===== config.mk =====
export PLATFORM = sky130hd
export DESIGN_NAME = rae_enum_ctrl
export DESIGN_NICKNAME = d
export VERILOG_FILES = /design/src/rtl/rae_pkg.sv /design/src/rtl/rae_apb_slave.sv /design/src/rtl/rae_enum_ctrl.sv
export SDC_FILE = /design/constraint.sdc
export NUM_CORES = 1
export LEC_CHECK = 0
export ABC_AREA = 1
export BUFFER_PORTS_ARGS = -buffer_cell sky130_fd_sc_hd__buf_4
export CAP_MARGIN = 20
export CELL_PAD_IN_SITES_DETAIL_PLACEMENT = 1
export CELL_PAD_IN_SITES_GLOBAL_PLACEMENT = 2
export CORE_MARGIN = 2
export CORE_UTILIZATION = 33
export CTS_CLUSTER_DIAMETER = 50
export CTS_CLUSTER_SIZE = 28
export DETAILED_ROUTE_END_ITERATION = 6
export PLACE_DENSITY_LB_ADDON = 0.1
export SYNTH_ARGS = -nofsm -noshare
export SYNTH_HDL_FRONTEND = slang
export SYNTH_HIERARCHICAL = 1
export SYNTH_SLANG_ARGS = --single-unit

===== constraint.sdc =====
create_clock -name pclk -period 2.82 [get_ports pclk]
set_input_delay 0.564 -clock pclk [delete_from_list [all_inputs] [get_ports pclk]]
set_output_delay 0.564 -clock pclk [all_outputs]
set_load 0.005 [all_outputs]

===== src/rtl/rae_pkg.sv =====
// Purpose: Shared constants for the agent enumeration controller
// Assumes: Single switch, single host, small transport IDs
// Notes: Maintenance offsets are device byte offsets; APB offsets are our own
`default_nettype none
package rae_pkg;
	// Device maintenance map
	localparam logic [23:0] off_identity_capability = 24'h000000;
	localparam logic [23:0] off_assigned_id_register = 24'h000060;
	localparam logic [23:0] off_configuring_host_lock = 24'h000068;
	localparam logic [23:0] off_route_update_target_id = 24'h000070;
	localparam logic [23:0] off_route_update_egress = 24'h000074;
	localparam logic [23:0] off_port_zero_error_status = 24'h000158;
	localparam logic [23:0] port_status_stride = 24'h000020;
	localparam logic [31:0] host_lock_unlocked = 32'h0000ffff;
	localparam logic [7:0] default_agent_id = 8'hff;
	localparam logic [7:0] host_own_id = 8'h00;
	localparam logic [7:0] hop_switch = 8'h00;
	localparam logic [7:0] hop_pass = 8'hff;
	localparam logic [7:0] first_agent_id = 8'h01;
	localparam logic [3:0] last_port = 4'hf;
	// Link-ok bit position in port error and status register
	localparam int port_link_ok_bit = 1;
	localparam int small_id_lsb = 8;
	localparam int large_id_lsb = 16;
	// APB register byte offsets
	localparam logic [7:0] apb_ctrl = 8'h00;
	localparam logic [7:0] apb_status = 8'h04;
	localparam logic [7:0] apb_irq_status = 8'h08;
	localparam logic [7:0] apb_irq_mask = 8'h0c;
	localparam logic [7:0] apb_found = 8'h10;
	localparam logic [7:0] apb_next_id = 8'h14;
	localparam logic [7:0] apb_last_ident = 8'h18;
	localparam logic [7:0] apb_port_result = 8'h1c;
	localparam logic [7:0] apb_port_map0 = 8'h20;
	localparam logic [7:0] apb_port_map1 = 8'h24;
	// Control fields
	localparam int ctrl_start_bit = 0;
	localparam int ctrl_host_port_lsb = 4;
	// Interrupt bits
	localparam int irq_done = 0;
	localparam int irq_agent = 1;
	localparam int irq_lock_fail = 2;
	localparam int irq_verify_fail = 3;
	localparam int irq_maint_err = 4;
	localparam int irq_width = 5;
	// Per-port result codes
	localparam logic [1:0] res_none = 2'h0;
	localparam logic [1:0] res_ok = 2'h1;
	localparam logic [1:0] res_lock = 2'h2;
	localparam logic [1:0] res_fail = 2'h3;
endpackage
`default_nettype wire

===== src/rtl/rae_apb_slave.sv =====
// Purpose: APB slave decode and register storage for the enumeration controller
// Assumes: One aligned 32-bit word per register, zero wait states
// Notes: Unmapped addresses read zero and answer pslverr
`default_nettype none
module rae_apb_slave (
	input wire logic pclk,
	input wire logic presetn,
	input wire logic psel,
	input wire logic penable,
	input wire logic pwrite,
	input wire logic [7:0] paddr,
	input wire logic [31:0] pwdata,
	output logic [31:0] prdata,
	output logic pready,
	output logic pslverr,
	input wire logic busy,
	input wire logic [3:0] cur_port,
	input wire logic [7:0] next_id,
	input wire logic [15:0] found_mask,
	input wire logic [31:0] last_ident,
	input wire logic [31:0] port_results,
	input wire logic [63:0] port_map,
	input wire logic [rae_pkg::irq_width-1:0] irq_events,
	output logic start_pulse,
	output logic [3:0] host_port,
	output logic irq
);
	logic [rae_pkg::irq_width-1:0] irq_status;
	logic [rae_pkg::irq_width-1:0] irq_mask;
	logic wr_en;
	logic rd_en;
	logic mapped;

	assign pready = 1'b1;
	assign wr_en = psel && penable && pwrite;
	assign rd_en = psel && penable && !pwrite;
	assign irq = |(irq_status & irq_mask);

	always_comb
	begin
		mapped = 1'b1;
		prdata = 32'h00000000;
		if (paddr == rae_pkg::apb_ctrl)
			prdata = {24'h000000, host_port, 4'h0};
		else if (paddr == rae_pkg::apb_status)
			prdata = {24'h000000, cur_port, 3'h0, busy};
		else if (paddr == rae_pkg::apb_irq_status)
			prdata = {27'h0000000, irq_status};
		else if (paddr == rae_pkg::apb_irq_mask)
			prdata = {27'h0000000, irq_mask};
		else if (paddr == rae_pkg::apb_found)
			prdata = {16'h0000, found_mask};
		else if (paddr == rae_pkg::apb_next_id)
			prdata = {24'h000000, next_id};
		else if (paddr == rae_pkg::apb_last_ident)
			prdata = last_ident;
		else if (paddr == rae_pkg::apb_port_result)
			prdata = port_results;
		else if (paddr == rae_pkg::apb_port_map0)
			prdata = port_map[31:0];
		else if (paddr == rae_pkg::apb_port_map1)
			prdata = port_map[63:32];
		else
			mapped = 1'b0;
	end

	assign pslverr = psel && penable && !mapped;

	always_ff @(posedge pclk or negedge presetn)
	begin
		if (!presetn)
		begin
			host_port <= 4'h0;
			start_pulse <= 1'b0;
		end
		else
		begin
			start_pulse <= wr_en && paddr == rae_pkg::apb_ctrl && pwdata[rae_pkg::ctrl_start_bit]
				&& !busy;
			if (wr_en && paddr == rae_pkg::apb_ctrl && !busy)
				host_port <= pwdata[rae_pkg::ctrl_host_port_lsb +: 4];
		end
	end

	// Set wins over write-one-to-clear
	always_ff @(posedge pclk or negedge presetn)
	begin
		if (!presetn)
			irq_status <= '0;
		else if (wr_en && paddr == rae_pkg::apb_irq_status)
			irq_status <= (irq_status & ~pwdata[rae_pkg::irq_width-1:0]) | irq_events;
		else
			irq_status <= irq_status | irq_events;
	end

	always_ff @(posedge pclk or negedge presetn)
	begin
		if (!presetn)
			irq_mask <= '0;
		else if (wr_en && paddr == rae_pkg::apb_irq_mask)
			irq_mask <= pwdata[rae_pkg::irq_width-1:0];
	end
endmodule
`default_nettype wire


===== src/rtl/rae_enum_ctrl.sv =====
// Purpose: Host-side sequencer enumerating agents behind one switch
// Assumes: A maintenance engine outside takes one request at a time
// Notes: Software starts a pass over APB and reads results afterwards
`default_nettype none
module rae_enum_ctrl (
	input wire logic pclk,
	input wire logic presetn,
	input wire logic psel,
	input wire logic penable,
	input wire logic pwrite,
	input wire logic [7:0] paddr,
	input wire logic [31:0] pwdata,
	output logic [31:0] prdata,
	output logic pready,
	output logic pslverr,
	output logic irq,
	output logic mnt_req,
	output logic mnt_write,
	output logic [7:0] mnt_dest_id,
	output logic [7:0] mnt_hop,
	output logic [23:0] mnt_offset,
	output logic [31:0] mnt_wdata,
	input wire logic mnt_ack,
	input wire logic mnt_err,
	input wire logic [31:0] mnt_rdata
);
	typedef enum logic [3:0] {
		st_idle = 4'h0,
		st_port_status = 4'h1,
		st_route_ff_id = 4'h2,
		st_route_ff_port = 4'h3,
		st_read_ident = 4'h4,
		st_read_lock = 4'h5,
		st_write_lock = 4'h6,
		st_confirm_lock = 4'h7,
		st_write_id = 4'h8,
		st_route_new_id = 4'h9,
		st_route_new_port = 4'ha,
		st_verify_id = 4'hb,
		st_next_port = 4'hc
	} rae_state_e;

	rae_state_e state;
	logic issued;
	logic [3:0] cur_port;
	logic [3:0] host_port;
	logic [7:0] next_id;
	logic [15:0] found_mask;
	logic [31:0] last_ident;
	logic [31:0] port_results;
	logic [63:0] port_map;
	logic [rae_pkg::irq_width-1:0] irq_events;
	logic start_pulse;
	logic busy;
	logic done_step;
	logic port_end;
	logic [3:0] final_port;

	function automatic logic [23:0] port_status_offset(input logic [3:0] port);
		return rae_pkg::off_port_zero_error_status + port * rae_pkg::port_status_stride;
	endfunction

	// Assigned ID register image, small and large fields
	function automatic logic [31:0] id_word(input logic [7:0] id);
		return ({24'h000000, id} << rae_pkg::small_id_lsb)
			| ({24'h000000, id} << rae_pkg::large_id_lsb);
	endfunction

	assign busy = state != st_idle;
	assign done_step = issued && mnt_ack;
	// Host on the top port pulls the last visited port down by one
	assign final_port = (host_port == rae_pkg::last_port) ? rae_pkg::last_port - 4'h1
		: rae_pkg::last_port;
	// Any way a port can finish: error, skip, refused lock or verify
	assign port_end = done_step && (mnt_err || state == st_verify_id
		|| (state == st_port_status && !mnt_rdata[rae_pkg::port_link_ok_bit])
		|| (state == st_read_lock && mnt_rdata != rae_pkg::host_lock_unlocked)
		|| (state == st_confirm_lock && mnt_rdata[15:0] != {8'h00, rae_pkg::host_own_id}));

	rae_apb_slave u_apb (
		.pclk(pclk),
		.presetn(presetn),
		.psel(psel),
		.penable(penable),
		.pwrite(pwrite),
		.paddr(paddr),
		.pwdata(pwdata),
		.prdata(prdata),
		.pready(pready),
		.pslverr(pslverr),
		.busy(busy),
		.cur_port(cur_port),
		.next_id(next_id),
		.found_mask(found_mask),
		.last_ident(last_ident),
		.port_results(port_results),
		.port_map(port_map),
		.irq_events(irq_events),
		.start_pulse(start_pulse),
		.host_port(host_port),
		.irq(irq)
	);

	// Request held until the engine acknowledges
	always_ff @(posedge pclk or negedge presetn)
	begin
		if (!presetn)
			issued <= 1'b0;
		else if (done_step)
			issued <= 1'b0;
		else if (busy && state != st_next_port)
			issued <= 1'b1;
	end

	assign mnt_req = issued;

	always_ff @(posedge pclk or negedge presetn)
	begin
		if (!presetn)
		begin
			mnt_write <= 1'b0;
			mnt_dest_id <= 8'h00;
			mnt_hop <= 8'h00;
			mnt_offset <= 24'h000000;
			mnt_wdata <= 32'h00000000;
		end
		else if (!issued)
		begin
			mnt_write <= 1'b0;
			mnt_dest_id <= rae_pkg::default_agent_id;
			mnt_hop <= rae_pkg::hop_pass;
			mnt_wdata <= 32'h00000000;
			mnt_offset <= rae_pkg::off_identity_capability;
			case (state)
				st_port_status:
				begin
					mnt_hop <= rae_pkg::hop_switch;
					mnt_offset <= port_status_offset(cur_port);
				end
				st_route_ff_id, st_route_new_id:
				begin
					mnt_write <= 1'b1;
					mnt_hop <= rae_pkg::hop_switch;
					mnt_offset <= rae_pkg::off_route_update_target_id;
					// Default ID, or next_id in st_route_new_id, steered to this port
					mnt_wdata <= {24'h000000, state == st_route_ff_id ?
						rae_pkg::default_agent_id : next_id};
				end
				st_route_ff_port, st_route_new_port:
				begin
					mnt_write <= 1'b1;
					mnt_hop <= rae_pkg::hop_switch;
					mnt_offset <= rae_pkg::off_route_update_egress;
					mnt_wdata <= {28'h0000000, cur_port};
				end
				st_read_ident:
					mnt_offset <= rae_pkg::off_identity_capability;
				st_read_lock, st_confirm_lock:
					mnt_offset <= rae_pkg::off_configuring_host_lock;
				st_write_lock:
				begin
					mnt_write <= 1'b1;
					mnt_offset <= rae_pkg::off_configuring_host_lock;
					mnt_wdata <= {24'h000000, rae_pkg::host_own_id};
				end
				st_write_id:
				begin
					mnt_write <= 1'b1;
					mnt_offset <= rae_pkg::off_assigned_id_register;
					mnt_wdata <= id_word(next_id);
				end
				st_verify_id:
				begin
					// Address the agent by its new ID
					mnt_dest_id <= next_id;
					mnt_offset <= rae_pkg::off_assigned_id_register;
				end
				default:
					mnt_wdata <= 32'h00000000;
			endcase
		end
	end

	// Past st_idle and st_next_port, the sequencer advances only on an answer
	always_ff @(posedge pclk or negedge presetn)
	begin
		if (!presetn)
			state <= st_idle;
		else if (state == st_idle)
		begin
			if (start_pulse)
				state <= st_next_port;
		end
		else if (state == st_next_port)
			state <= st_port_status;
		else if (done_step && mnt_err)
			state <= (cur_port == final_port) ? st_idle : st_next_port;
		else if (done_step)
		begin
			case (state)
				st_port_status:
					if (mnt_rdata[rae_pkg::port_link_ok_bit])
						state <= st_route_ff_id;
					else
						state <= (cur_port == final_port) ? st_idle : st_next_port;
				st_route_ff_id:
					state <= st_route_ff_port;
				st_route_ff_port:
					state <= st_read_ident;
				st_read_ident:
					state <= st_read_lock;
				st_read_lock:
					if (mnt_rdata == rae_pkg::host_lock_unlocked)
						state <= st_write_lock;
					else
						state <= (cur_port == final_port) ? st_idle : st_next_port;
				st_write_lock:
					state <= st_confirm_lock;
				st_confirm_lock:
					if (mnt_rdata[15:0] == {8'h00, rae_pkg::host_own_id})
						state <= st_write_id;
					else
						state <= (cur_port == final_port) ? st_idle : st_next_port;
				st_write_id:
					state <= st_route_new_id;
				st_route_new_id:
					state <= st_route_new_port;
				st_route_new_port:
					state <= st_verify_id;
				default:
					state <= (cur_port == final_port) ? st_idle : st_next_port;
			endcase
		end
	end

	// Walk ports, skipping the host's own
	always_ff @(posedge pclk or negedge presetn)
	begin
		if (!presetn)
			cur_port <= 4'h0;
		else if (state == st_idle && start_pulse)
			cur_port <= (host_port == 4'h0) ? 4'h1 : 4'h0;
		else if (state == st_next_port && cur_port == host_port)
			cur_port <= cur_port + 4'h1;
		else if (port_end && cur_port != final_port)
			cur_port <= (cur_port + 4'h1 == host_port && host_port != rae_pkg::last_port) ?
				cur_port + 4'h2 : cur_port + 4'h1;
	end

	// IDs ascend from one per error-free verify answer, matching or not
	always_ff @(posedge pclk or negedge presetn)
	begin
		if (!presetn)
			next_id <= rae_pkg::first_agent_id;
		else if (state == st_idle && start_pulse)
			next_id <= rae_pkg::first_agent_id;
		else if (done_step && !mnt_err && state == st_verify_id)
			next_id <= next_id + 8'h01;
	end

	always_ff @(posedge pclk or negedge presetn)
	begin
		if (!presetn)
		begin
			found_mask <= 16'h0000;
			last_ident <= 32'h00000000;
			port_results <= 32'h00000000;
			port_map <= 64'h0;
		end
		else if (state == st_idle && start_pulse)
		begin
			found_mask <= 16'h0000;
			port_results <= 32'h00000000;
			port_map <= 64'h0;
		end
		else if (done_step && !mnt_err)
		begin
			if (state == st_read_ident)
				last_ident <= mnt_rdata;
			if (state == st_read_lock && mnt_rdata != rae_pkg::host_lock_unlocked)
				port_results[cur_port*2 +: 2] <= rae_pkg::res_lock;
			if (state == st_confirm_lock
				&& mnt_rdata[15:0] != {8'h00, rae_pkg::host_own_id})
				port_results[cur_port*2 +: 2] <= rae_pkg::res_lock;
			if (state == st_verify_id)
			begin
				port_map[cur_port*4 +: 4] <= next_id[3:0];
				if (mnt_rdata == id_word(next_id))
				begin
					found_mask[cur_port] <= 1'b1;
					port_results[cur_port*2 +: 2] <= rae_pkg::res_ok;
				end
				else
					port_results[cur_port*2 +: 2] <= rae_pkg::res_fail;
			end
		end
	end

	always_comb
	begin
		irq_events = '0;
		irq_events[rae_pkg::irq_done] = port_end && cur_port == final_port;
		irq_events[rae_pkg::irq_agent] = done_step && !mnt_err && state == st_verify_id
			&& mnt_rdata == id_word(next_id);
		irq_events[rae_pkg::irq_verify_fail] = done_step && !mnt_err && state == st_verify_id
			&& mnt_rdata != id_word(next_id);
		irq_events[rae_pkg::irq_lock_fail] = done_step && !mnt_err
			&& ((state == st_read_lock && mnt_rdata != rae_pkg::host_lock_unlocked)
			|| (state == st_confirm_lock && mnt_rdata[15:0] != {8'h00, rae_pkg::host_own_id}));
		irq_events[rae_pkg::irq_maint_err] = done_step && mnt_err;
	end
endmodule
`default_nettype wire


==> results.txt, run 1 <==
----------------------------------------------------
[Outcome]
  Run status ... finished, final reports clean

[Logic synthesis]
  Post-synth ARST share ... 100.0%
  Synthesis-stage register bit count ... 210
  Number of flops mapped to enable cells by yosys ... 0
  Most common flop cell mapped by yosys ... sky130_fd_sc_hd__dfrtp_1
  Cell types with the largest area share after synthesis ... sky130_fd_sc_hd__dfrtp_1 43%, sky130_fd_sc_hd__nand2_1 15%, sky130_fd_sc_hd__o21ai_0 5.9%, sky130_fd_sc_hd__nand3_1 5.4%, sky130_fd_sc_hd__nor2_1 4.8%
  Seq/Total Area, Yosys ... 43.60%
  Netlist area before placement ... 12060 µm²
  Post-synthesis area per instance ... 7.334 µm²
  Proportion of netlist area held by the largest area contributor ... 43.38%
  Synthesized netlist cell count ... 1644
  Yosys warnings ... 6
  Leading area contributor after synthesis ... sky130_fd_sc_hd__dfrtp_1
  Netlist cell types ... 52

[Setup path]
  Worst r2r dst ... port_map[51]
  Depth of the worst register-to-register path ... 13
  Largest driver fanout on the critical path ... 15
  Crit path required time ... 2260 ps
  Startpoint kind of the worst setup timing path ... input pin
  Arrival time at the worst endpoint ... 2170 ps
  Critical path endpoint category ... primary output
  Startpoint-to-endpoint class of the critical path ... input pin to primary output
  Crit Reg-Reg Startpoint ... cur_port[2]
  Register-to-register setup slack ... 160 ps

[Timing]
  Final period demand of the worst path ... 2738 ps
  PnR worst setup slack ... 82.23 ps
  Fraction of the cycle the final worst path needs ... 97.08%
  Top achievable clock speed ... 0.3653 GHz
  Final Setup Violations ... 0
  Hold Fails Final Rpt ... 0
  Worst slew slack as a fraction of its limit ... 51.27%
  Final Max Tran Viols ... 0
  Worst Tran Pin Value ... 730.1 ps
  Hold slack ... 257.0 ps
  Worst setup skew after layout ... 20.57 ps
  RSZ-0062 raised after global routing ... yes

[Clock network]
  Number of sinks on the clock net ... 210
  Longest Clk Path Bufs ... 3
  TritonCTS buffer count ... 37
  CTS tree ... built
  Clock-pin slew reported for the worst setup and hold paths after clock tree synthesis ... 50 ps
  Htree depth ... 2
  Clock insertion delay at the later pin of the skew report ... 550 ps
  CTS Root Buffer Type ... sky130_fd_sc_hd__clkbuf_16

[Power]
  IR drop worst, VDD ... 0.0004414 V
  Pwr Total ... 13.00 mW
  Cell leakage power ... 7.441 nW
  Power Density ... 849.4 nW/µm²

[Global routing]
  Met3 global-route usage ... 4.560%
  Number of antenna violations at the first check in global routing ... 0
  GRT Residual Overflow ... 0
  Number of global-route vias before repair ... 12220
  Largest net degree at the start of global routing ... 56
  Routing usage on met1 ... 35.75%
  Fraction of met2 tracks used by global routing ... 40.45%
  Total GRT Usage ... 25.50%
  Global routing's busiest layer ... met2
  First-pass GRT wire length ... 73.93 mm

[Placement]
  Number of buffers added on ports ... 138
  Dpl ws ... 65.34 ps
  Detailed placement HPWL ... 35.96 mm
  RePlAce Congestion ... 0.8565

[Routing]
  Final WL ... 47.80 mm
  WL/cell ... 20.59 µm
  First-pass iteration count of the detailed router ... 5
  DRC viols ... 0
  First-iteration detailed-routing DRC count ... 689
  Number of nets still failing antenna checks after routing ... 0
  Routed vias ... 11850
  Via density ... 5.104

[Finish]
  Most common cell after layout, fill and taps aside ... sky130_fd_sc_hd__nand2_1
  Fin util ... 42.22%
  Area added between synthesis and finish ... 26.98%
  Fin nets ... 1913
  Leading cell types in the layout, fill and taps excluded ... 486 x sky130_fd_sc_hd__nand2_1, 209 x sky130_fd_sc_hd__dfrtp_1, 202 x sky130_fd_sc_hd__buf_4
  Number of antenna repair diodes ... 0
  Ratio of cells with drive above 1 in the final layout ... 19.81%

[Die]
  # IOs ... 188
  Die width ... 195.1 µm
  Total die area ... 38080 µm²
  Height of the die ... 195.1 µm
  Placement Rows ... 70
  Area of the placeable core ... 36260 µm²
  Initial Utilization ... 33.25%

[Hold path]
  Tightest Hold Check Type ... input pin to flip-flop
  Capture endpoint of the worst hold path ... u_apb/host_port[1]
  Beginning of the worst hold path ... pwdata[5]
  Number of cells traversed by the worst hold path ... 2

[Job]
  Count of maximum capacitance violations ... 0

----------------------------------------------------
report_power, final:
group          total, mW  internal [mW]  switching, mW
sequential          3.95           3.51          0.445
clock               5.11           3.42           1.68
combinational       3.94           1.32           2.62
total               13.0           8.26           4.75
repair_timing:
action | 4_1_cts | 5_1_grt
setup endpoints to repair | 0 | 23
resized for setup | 0 | 9
buffers inserted | 0 | 2
hold buffers | 1 | 0
endpoints found under the hold margin | 49 | 0
routing by layer:
layer,routed length (µm),vias up
met5,0,-
met1,22580,5851
met4,1036,0
met3,2701,59
met2,21480,287
li1,-,5650
registers in the layout (all words and copies together), names as in the netlist, 4 cells and up:
| signal | flops |
|---|---|
| cur_port | 4 |
| u_apb/irq_status | 5 |
| mnt_wdata | 16 |
| mnt_offset | 8 |
| found_mask | 16 |
| u_apb/irq_mask | 5 |
| state | 4 |
| next_id | 8 |
| port_map | 64 |
| port_results | 32 |
| mnt_dest_id | 8 |
| u_apb/host_port | 4 |
| last_ident | 32 |
worst max-delay path by stage:
stage | to | slack (ps) | from | cells after the start
3_3_place_gp | prdata[9] | 70 | paddr[1] | 12
2_1_floorplan | port_map[40] | 520 | cur_port[2] | 14
5_1_grt | prdata[23] | -20 | paddr[1] | 9
3_5_place_dp | prdata[9] | 70 | paddr[5] | 12
6_report | prdata[5] | 80 | paddr[1] | 12
4_1_cts | prdata[2] | 60 | paddr[5] | 13
cells in the mapped netlist, types with 2 or more instances:
cell / instances
sky130_fd_sc_hd__o21bai_1: 2
sky130_fd_sc_hd__xor2_1: 8
sky130_fd_sc_hd__clkinv_1: 2
sky130_fd_sc_hd__nand4_1: 10
sky130_fd_sc_hd__o31ai_1: 2
sky130_fd_sc_hd__conb_1: 2
sky130_fd_sc_hd__buf_2: 26
sky130_fd_sc_hd__nand2_2: 13
sky130_fd_sc_hd__nor2_2: 9
sky130_fd_sc_hd__xnor2_1: 6
sky130_fd_sc_hd__nor2_1: 154
sky130_fd_sc_hd__a31oi_1: 29
sky130_fd_sc_hd__nand3b_1: 3
sky130_fd_sc_hd__o21ai_0: 141
sky130_fd_sc_hd__nor2_4: 8
sky130_fd_sc_hd__o22ai_1: 2
sky130_fd_sc_hd__nand3_2: 3
sky130_fd_sc_hd__and3b_1: 3
sky130_fd_sc_hd__nand3_1: 129
sky130_fd_sc_hd__buf_1: 6
sky130_fd_sc_hd__nor3_2: 3
sky130_fd_sc_hd__inv_1: 129
sky130_fd_sc_hd__clkbuf_1: 13
sky130_fd_sc_hd__o221ai_1: 3
sky130_fd_sc_hd__o211ai_1: 7
sky130_fd_sc_hd__o21ai_1: 32
sky130_fd_sc_hd__inv_2: 22
sky130_fd_sc_hd__buf_4: 48
sky130_fd_sc_hd__nor3_1: 7
sky130_fd_sc_hd__ha_1: 10
sky130_fd_sc_hd__dfrtp_1: 209
sky130_fd_sc_hd__a21boi_0: 3
sky130_fd_sc_hd__mux2_2: 15
sky130_fd_sc_hd__and3_1: 2
sky130_fd_sc_hd__a21oi_1: 77
sky130_fd_sc_hd__nor4_1: 3
sky130_fd_sc_hd__or2_2: 3
sky130_fd_sc_hd__nand2_1: 486
logic make-up after synthesis:
kind of cell / synth area share, %
adder cells (fa/ha/maj): 1.038
buffers and inverters: 9.516
XOR/XNOR: 1.152
other: 0.06229
multiplexers: 1.401
flip-flops: 43.60
AO/OA/AOI/OAI: 13.57
AND/OR/NAND/NOR: 29.66
per-stage QoR:
step | instance area, µm² | TNS, ps | instances
after detailed placement | 13820 | 0 | 2250
final | 15310 | 0 | 2321
after floorplan | 12140 | 0 | 1667
after global routing | 15310 | -51.88 | 2321
after global placement | 13820 | 0 | 2250
after CTS | 15240 | 0 | 2319
critical path: stages:
cell and delay (ps):
sky130_fd_sc_hd__buf_4 120, sky130_fd_sc_hd__nor2_2 220, sky130_fd_sc_hd__nand3_4 160, sky130_fd_sc_hd__nor2_2 190, sky130_fd_sc_hd__buf_12 180, sky130_fd_sc_hd__nand2_1 60
sky130_fd_sc_hd__nand3_1 100, sky130_fd_sc_hd__o21ai_0 140, sky130_fd_sc_hd__nand3_1 120, sky130_fd_sc_hd__nand2_1 110, sky130_fd_sc_hd__nand3_1 90, sky130_fd_sc_hd__buf_4 110
area by class of cell:
| type | instances | area, µm² |
|---|---|---|
| fill | 4514 | 20950 |
| multi-input combinational | 1210 | 5784 |
| sequential | 210 | 5256 |
| timing repair buffer | 212 | 1702 |
| clock buffer | 46 | 1062 |
| tap | 468 | 585.6 |
| inverter | 153 | 574.3 |
| clock inverter | 22 | 345.3 |
(Power assumes the default switching activity.)
==> inputs of run 2 (changes only) <==
Settings changed: ABC_AREA 1 to unset, CORE_UTILIZATION 33 to 35, CTS_CLUSTER_SIZE 28 to unset.
==> run 2 against run 1 <==
  * Total power increased by 0.16%
  * Via count decreased by 5.0%
  * Non-clock buffer count increased by 81
  * Highest routed layer is now met5
  * Sequential power increased by 2%
  * Clock power decreased by 11%
  * Final cell count decreased by 15%
  * Cell area increased by 2.6%
  * Count of clock-buffer cells in the layout decreased by 4
  * Clock skew increased by 1.3 ps
==> results.txt, run 2 <==
----------------------------------------------------
[Setup path]
  Crit path required time ... 2260 ps (about the same)
  Register-to-register setup slack ... 140 ps (-20 ps)
  Startpoint-to-endpoint class of the critical path ... flip-flop to primary output
  Startpoint kind of the worst setup timing path ... flip-flop
  Largest driver fanout on the critical path ... 4 (-11)
  Critical path endpoint category ... primary output
  Arrival time at the worst endpoint ... 2250 ps (+80 ps)

[Placement]
  Number of buffers added on ports ... 138 (unchanged)
  Placed Instances ... 1892 (-16%)
  Dpl ws ... -257.4 ps (-322.8 ps)
  Area after detailed placement ... 14210 µm² (+2.8%)
  RePlAce Congestion ... 0.8847 (+3.3%)
  Detailed placement HPWL ... 36.12 mm (+0.44%)

[Routing]
  Met2 routed wirelength ... 22.47 mm (+4.6%)
  Wl on met1 ... 21.65 mm (-4.1%)
  First-pass iteration count of the detailed router ... 5 (unchanged)
  Met3 Wirelength ... 3.342 mm (+24%)
  Via density ... 5.726 (+12%)
  Final WL ... 48.78 mm (+2.0%)
  Routed vias ... 11250 (-5.0%)
  Top routing layer in use ... met5
  First-iteration detailed-routing DRC count ... 855 (+24%)
  DRC viols ... 0 (unchanged)
  WL/cell ... 24.82 µm (+21%)
  Number of nets still failing antenna checks after routing ... 0 (unchanged)

[Logic synthesis]
  Netlist area before placement ... 12010 µm² (-0.38%)
  Most frequent cell after synthesis ... sky130_fd_sc_hd__dfrtp_1
  Seq/Total Area, Yosys ... 43.76% (+0.17 points)
  Proportion of netlist area held by the largest area contributor ... 43.55% (+0.17 points)
  Number of flops mapped to enable cells by yosys ... 0 (unchanged)
  Most common flop cell mapped by yosys ... sky130_fd_sc_hd__dfrtp_1
  Synthesis-stage register bit count ... 210 (unchanged)
  Netlist cell types ... 89 (+71%)
  Post-synthesis area per instance ... 9.420 µm² (+28%)
  Yosys warnings ... 6 (unchanged)
  Most frequent cells after synthesis ... 209 x sky130_fd_sc_hd__dfrtp_1, 137 x sky130_fd_sc_hd__nand2_1, 91 x sky130_fd_sc_hd__a21oi_1
  Leading area contributor after synthesis ... sky130_fd_sc_hd__dfrtp_1
  Cell types with the largest area share after synthesis ... sky130_fd_sc_hd__dfrtp_1 44%, sky130_fd_sc_hd__mux2_2 4.7%, sky130_fd_sc_hd__nand2_1 4.3%, sky130_fd_sc_hd__a21oi_1 3.8%, sky130_fd_sc_hd__mux2i_1 2.8%
  Synthesized netlist cell count ... 1275 (-22%)
  Post-synth ARST share ... 100.0% (unchanged)

[Global routing]
  First-pass GRT wire length ... 73.86 mm (about the same)
  Number of antenna violations at the first check in global routing ... 2 (+2)
  Number of global-route vias before repair ... 11480 (-6.0%)
  Total GRT Usage ... 27.28% (+1.8 points)
  Largest net degree at the start of global routing ... 67 (+20%)
  GRT Residual Overflow ... 0 (unchanged)

[Timing]
  PnR worst setup slack ... 7.223 ps (-75.00 ps)
  Final Setup Violations ... 0 (unchanged)
  Post-Route Setup TNS ... 0 ps (unchanged)
  Final period demand of the worst path ... 2813 ps (+75.00 ps)
  Hold Fails Final Rpt ... 0 (unchanged)
  RSZ-0062 raised after global routing ... yes
  Final Max Tran Viols ... 0 (unchanged)
  Hold slack ... 18.42 ps (-238.6 ps)
  Worst Tran Pin Value ... 939.9 ps (+209.8 ps)
  Top achievable clock speed ... 0.3555 GHz (-2.7%)
  Worst setup skew after layout ... 21.85 ps (+1.277 ps)
  Worst slew slack as a fraction of its limit ... 37.34% (-14 points)
  Fraction of the cycle the final worst path needs ... 99.74% (+2.7 points)

[Die]
  Die width ... 189.2 µm (-3.0%)
  Total die area ... 35810 µm² (-6.0%)
  Placement Rows ... 67 (-4.3%)
  Initial Utilization ... 35.64% (+2.4 points)
  # IOs ... 188 (unchanged)
  Height of the die ... 189.2 µm (-3.0%)
  Area of the placeable core ... 33700 µm² (-7.1%)

[Finish]
  Post-route design area ... 15710 µm² (+2.6%)
  Area added between synthesis and finish ... 30.81%
  Number of antenna repair diodes ... 0 (unchanged)
  Register with the highest flop count ... port_map
  Flip-flop count of the largest register, all copies and words added ... 64 (unchanged)
  Ratio of cells with drive above 1 in the final layout ... 30.85% (+11 points)
  Final std cells w/o fill ... 1965 (-15%)
  Fin nets ... 1582 (-17%)
  Regs by FF count ... port_map (64), last_ident (32), port_results (32)
  Fin util ... 46.62% (+4.4 points)
  Most common cell after layout, fill and taps aside ... sky130_fd_sc_hd__buf_4
  Leading cell types in the layout, fill and taps excluded ... 277 x sky130_fd_sc_hd__buf_4, 204 x sky130_fd_sc_hd__dfrtp_1, 136 x sky130_fd_sc_hd__nand2_1
  Filler instances ... 3866 (-14%)

[Clock network]
  Clock insertion delay at the later pin of the skew report ... 520 ps (-30 ps)
  Number of sinks on the clock net ... 210 (unchanged)
  CTS tree ... built
  CTS Root Buffer Type ... sky130_fd_sc_hd__clkbuf_16
  Clock-pin slew reported for the worst setup and hold paths after clock tree synthesis ... 50 ps (about the same)
  Htree depth ... 2 (unchanged)
  Longest Clk Path Bufs ... 3 (unchanged)
  TritonCTS buffer count ... 35 (-5.4%)

[Power]
  Power Density ... 829.1 nW/µm² (-2.4%)
  IR drop worst, VDD ... 0.0005841 V (+32%)
  Pwr Total ... 13.02 mW (+0.16%)
  Cell leakage power ... 7.070 nW (-5.0%)

[Hold path]
  Tightest Hold Check Type ... input pin to asynchronous set/reset pin

[Outcome]
  Run status ... finished, final reports clean

[Job]
  Count of maximum capacitance violations ... 0 (unchanged)

----------------------------------------------------
run 2: cell count changes in the layout (fill, tap and decap cells not counted), sizes merged, moves of 17 or more:
cell   previous run  this run
nand2           499       137
inv             156        25
o21ai           173        65
nor2            172        88
buf             211       293
nand3           132        57
mux2             15        50
mux2i             0        33
nor3             10        37
nand4            10        35
a221o             0        17
run 2: per-layer routing:
metal / track usage, % / vias up
met5: 0 / -
met1: 38.21 / 5701
li1: - / 5077
met2: 43.56 / 387
met4: 7.573 / 2
met3: 4.597 / 85
run 2: worst max-delay path, cell delays in order, from the launching register on:
cell and delay [ps]:
sky130_fd_sc_hd__dfrtp_1 510, sky130_fd_sc_hd__nor3b_1 270, sky130_fd_sc_hd__a2111oi_1 80, sky130_fd_sc_hd__a311oi_1 420, sky130_fd_sc_hd__o21ai_0 170, sky130_fd_sc_hd__buf_4 160
sky130_fd_sc_hd__buf_4 130
run 2: kinds of logic (layout without fill, tap and decap cells):
logic type,Yosys count,count (layout),synth area share [%]
AND/OR/NAND/NOR,456,456,19.85
adder cells (fa/ha/maj),10,10,1.042
buffers and inverters,157,376,6.751
XOR/XNOR,16,16,1.323
multiplexers,85,85,7.813
other,2,25,0.06253
flip-flops,210,210,43.77
AO/OA/AOI/OAI,339,339,19.40
run 2: final timing paths:
check                              from                 end  depth (start not counted)
min in group pclk             pwdata[5]  u_apb/host_port[1]                          2
hold reg to reg            port_map[45]        port_map[45]                          2
max in group asynchronous       presetn        port_map[29]                          2
setup / recovery             next_id[7]           prdata[7]                          6
hold / removal                  presetn          mnt_hop[6]                          1
setup reg to reg            cur_port[2]        port_map[32]                         10
run 2: power by group:
| group | switching (mW) | internal [mW] |
|---|---|---|
| combinational | 2.65 | 1.81 |
| sequential | 0.512 | 3.52 |
| clock | 1.59 | 2.93 |
| total | 4.76 | 8.27 |
run 2: what timing repair did:
item                                    in CTS  in global routing
gates resized for setup                     15                 22
hold endpoints to repair                     0                  0
endpoints found under the setup margin      15                 23
pin swaps                                    2                  8
hold buffers                                 0                  0
setup buffers                                4                  8
run 2: final cells by class:
cell class	count	area [µm²]	area share (%)
Timing Repair Buffer	293	2381	15.16
Inverter	22	82.58	0.5256
Tap cell	448	560.5	3.568
Clock inverter	19	262.8	1.673
Sequential cell	210	5263	33.50
Multi-Input combinational cell	931	6187	39.38
Clock buffer	42	973.4	6.196
==> inputs of run 3 (changes only) <==
--- a/config.mk
+++ b/config.mk
@@ -11,5 +11,5 @@
 export CELL_PAD_IN_SITES_GLOBAL_PLACEMENT = 2
 export CORE_MARGIN = 2
-export CORE_UTILIZATION = 35
+export CORE_UTILIZATION = 36
 export CTS_CLUSTER_DIAMETER = 50
 export DETAILED_ROUTE_END_ITERATION = 6
==> constraint.sdc (replaced) <==
create_clock -name pclk -period 2.82 [get_ports pclk]
set_input_delay 0.282 -clock pclk [delete_from_list [all_inputs] [get_ports pclk]]
set_output_delay 0.282 -clock pclk [all_outputs]
set_load 0.005 [all_outputs]
==> run 3 against run 2 <==
  * Via count is 0.97% lower
  * Clock skew is 3.0 ps lower
  * Non-clock buffer count is 48 lower
  * Setup slack better by 120 ps
  * Hold slack better by 4.3 ps
  * Sequential power hardly changed
  * Highest routed layer is now met4
==> results.txt, run 3 (synthesized netlist as in run 2, its figures left out) <==
----------------------------------------------------
[Die]
  # IOs ... 188 (unchanged)
  Die width ... 186.7 µm (-1.4%)
  Area of the placeable core ... 32700 µm² (-3.0%)
  Total die area ... 34840 µm² (-2.7%)
  Placement Rows ... 66 (-1.5%)
  Initial Utilization ... 36.73% (+1.1 points)
  Height of the die ... 186.7 µm (-1.4%)

[Finish]
  Post-route design area ... 15070 µm² (-4.0%)
  Most common cell after layout, fill and taps aside ... sky130_fd_sc_hd__buf_4
  Register with the highest flop count ... port_map
  Number of antenna repair diodes ... 0 (unchanged)
  Leading cell types in the layout, fill and taps excluded ... 235 x sky130_fd_sc_hd__buf_4, 205 x sky130_fd_sc_hd__dfrtp_1, 137 x sky130_fd_sc_hd__nand2_1
  Area added between synthesis and finish ... 25.51%
  Ratio of cells with drive above 1 in the final layout ... 27.09% (-3.8 points)
  Fin nets ... 1533 (-3.1%)
  Flip-flop count of the largest register, all copies and words added ... 64 (unchanged)
  Regs by FF count ... port_map (64), last_ident (32), port_results (32)

[Power]
  IR drop worst, VDD ... 0.0004104 V (-30%)
  Cell leakage power ... 6.760 nW (-4.4%)
  Part of the power in registers ... 32.0% (+1.0 points)
  Clock network fraction of total power ... 33.4% (-1.3 points)
  P_sw ... 4.641 mW (-2.5%)
  Pwr Total ... 12.58 mW (-3.4%)
  Power Density ... 834.3 nW/µm² (+0.63%)
  Switching part of the total ... 36.90% (+0.37 points)
  Logic gate share of total power ... 34.6% (+0.3 points)
  Cell Int Power ... 7.936 mW (-4.0%)

[Timing]
  Fraction of the cycle the final worst path needs ... 95.45% (-4.3 points)
  RSZ-0062 raised after global routing ... no
  Worst Tran Pin Value ... 1006 ps (+66.51 ps)
  Worst slew slack as a fraction of its limit ... 32.91% (-4.4 points)
  Hold Fails Final Rpt ... 0 (unchanged)
  Top achievable clock speed ... 0.3715 GHz (+4.5%)
  Hold slack ... 22.73 ps (+4.306 ps)
  Final Setup Violations ... 0 (unchanged)
  Final Max Tran Viols ... 0 (unchanged)
  Final period demand of the worst path ... 2692 ps (-121.2 ps)
  Post-Route Setup TNS ... 0 ps (unchanged)
  Worst setup skew after layout ... 18.84 ps (-3.008 ps)

[Clock network]
  Htree depth ... 2 (unchanged)
  Clock-pin slew reported for the worst setup and hold paths after clock tree synthesis ... 50 ps (about the same)
  Number of sinks on the clock net ... 210 (unchanged)
  Longest Clk Path Bufs ... 3 (unchanged)
  TritonCTS buffer count ... 34 (-2.9%)
  CTS tree ... built
  Clock insertion delay at the later pin of the skew report ... 510 ps (about the same)
  CTS Root Buffer Type ... sky130_fd_sc_hd__clkbuf_16

[Routing]
  First-iteration detailed-routing DRC count ... 853 (-0.23%)
  DRC viols ... 0 (unchanged)
  Number of nets still failing antenna checks after routing ... 0 (unchanged)
  Final WL ... 47.96 mm (-1.7%)
  Routed vias ... 11140 (-0.97%)
  First-pass iteration count of the detailed router ... 5 (unchanged)
  Via density ... 5.831 (+1.8%)
  WL/cell ... 25.09 µm (+1.1%)

[Global routing]
  Total GRT Usage ... 27.23% (-0.053 points)
  Number of global-route vias before repair ... 11170 (-2.7%)
  First-pass GRT wire length ... 73.11 mm (-1.0%)
  Largest net degree at the start of global routing ... 62 (-7.5%)
  GRT Residual Overflow ... 0 (unchanged)
  Number of antenna violations at the first check in global routing ... 0 (-2)

[Setup path]
  Startpoint-to-endpoint class of the critical path ... flip-flop to primary output
  Top delay family on crit path ... compound AO/OA/AOI/OAI gates
  Top cell by count, worst path ... sky130_fd_sc_hd__buf_4
  Crit path required time ... 2540 ps (+280 ps)
  Critical path's slowest cell ... sky130_fd_sc_hd__dfrtp_2
  Arrival time at the worst endpoint ... 2410 ps (+160 ps)
  Largest driver fanout on the critical path ... 7 (+3)
  Critical path endpoint category ... primary output
  Ordered list of cells on the worst path ... buf_4, nor2_4, nand2_1, mux2_2, a221o_1, a21oi_1, o22ai_1, buf_4
  Slowest Stage Delay on Critical Path ... 450 ps (-60 ps)
  Buf/Inv on CP ... 2 (unchanged)
  Startpoint kind of the worst setup timing path ... flip-flop

[Outcome]
  Run status ... finished, final reports clean

[Placement]
  Number of buffers added on ports ... 138 (unchanged)
  Area after detailed placement ... 13800 µm² (-2.9%)
  RePlAce Congestion ... 0.8908 (+0.69%)
  Detailed placement HPWL ... 35.03 mm (-3.0%)

[Job]
  Count of maximum capacitance violations ... 0 (unchanged)

[Hold path]
  Tightest Hold Check Type ... input pin to flip-flop

----------------------------------------------------
[run 3: cell types whose count changed in the layout (fill, tap and decap cells not counted), sizes merged]
cell         before  now
buf             293  244
bufinv            5    1
clkbuf           42   50
dlygate4sd3       0    1
inv              25   21
[run 3: power by group through the flow]
| stage | registers (mW) | clock network [mW] | logic, mW |
|---|---|---|---|
| 2_1_floorplan | 3.81 | 0 | 2.52 |
| 3_3_place_gp | 4.05 | 0 | 4.04 |
| 3_5_place_dp | 4.06 | 0 | 4.10 |
| 4_1_cts | 4.02 | 4.29 | 4.14 |
| 5_1_grt | 4.07 | 4.43 | 4.70 |
| 6_report | 4.02 | 4.20 | 4.35 |
[run 3: worst register-to-register path, delay by kind of cell, from the launching register on]
| family | cells | cell delay, ps |
|---|---|---|
| buffers and inverters | 1 | 170 |
| flip-flops | 1 | 410 |
| AO/OA/AOI/OAI | 3 | 1690 |
| AND/OR/NAND/NOR | 2 | 300 |
[run 3: layout make-up]
class | instances | area (µm²)
repair buffers | 245 | 1949
clock buffers | 50 | 1055
flip-flops and latches | 210 | 5261
fillers | 3722 | 17630
inverters | 22 | 82.58
well taps | 442 | 553.0
multi-input cells | 931 | 6077
clock inverters | 11 | 96.34
[run 3: what timing repair did]
action	4_1_cts	5_1_grt
hold buffers	1	0
buffers inserted	0	8
hold endpoints to repair	55	0
gates resized for setup	2	9
endpoints found under the setup margin	1	47
pin swaps	0	3
[run 3: final timing paths]
check	start	to	slack, ps	depth (start not counted)
setup / recovery	state[3]	prdata[0]	130	8
hold / removal	mnt_rdata[26]	last_ident[26]	20	2
setup reg to reg	state[1]	port_results[12]	140	6
hold reg to reg	port_map[7]	port_map[7]	470	2
max in group asynchronous	presetn	port_results[5]	1740	3
min in group asynchronous	presetn	mnt_offset[3]	330	2
[run 3: routing by layer]
| metal | GRT usage [%] | up-vias | share of wire, % |
|---|---|---|---|
| met5 | 0 | - | 0 |
| met4 | 5.403 | 0 | 1.6 |
| met3 | 3.912 | 51 | 5.0 |
| met2 | 43.84 | 317 | 46 |
| met1 | 39.09 | 5787 | 47 |
| li1 | - | 4988 | - |
[run 3: through the flow]
step | std cells | worst slack, ps | utilization [%]
floorplan | 1298 | 68.88 | -
global placement | 1841 | 77.81 | 42.21
detailed placement | 1841 | 25.90 | 42.21
CTS | 1903 | 1.512 | 45.78
global route | 1911 | 7.168 | 46.10
finish | 1911 | 128.4 | 46.10
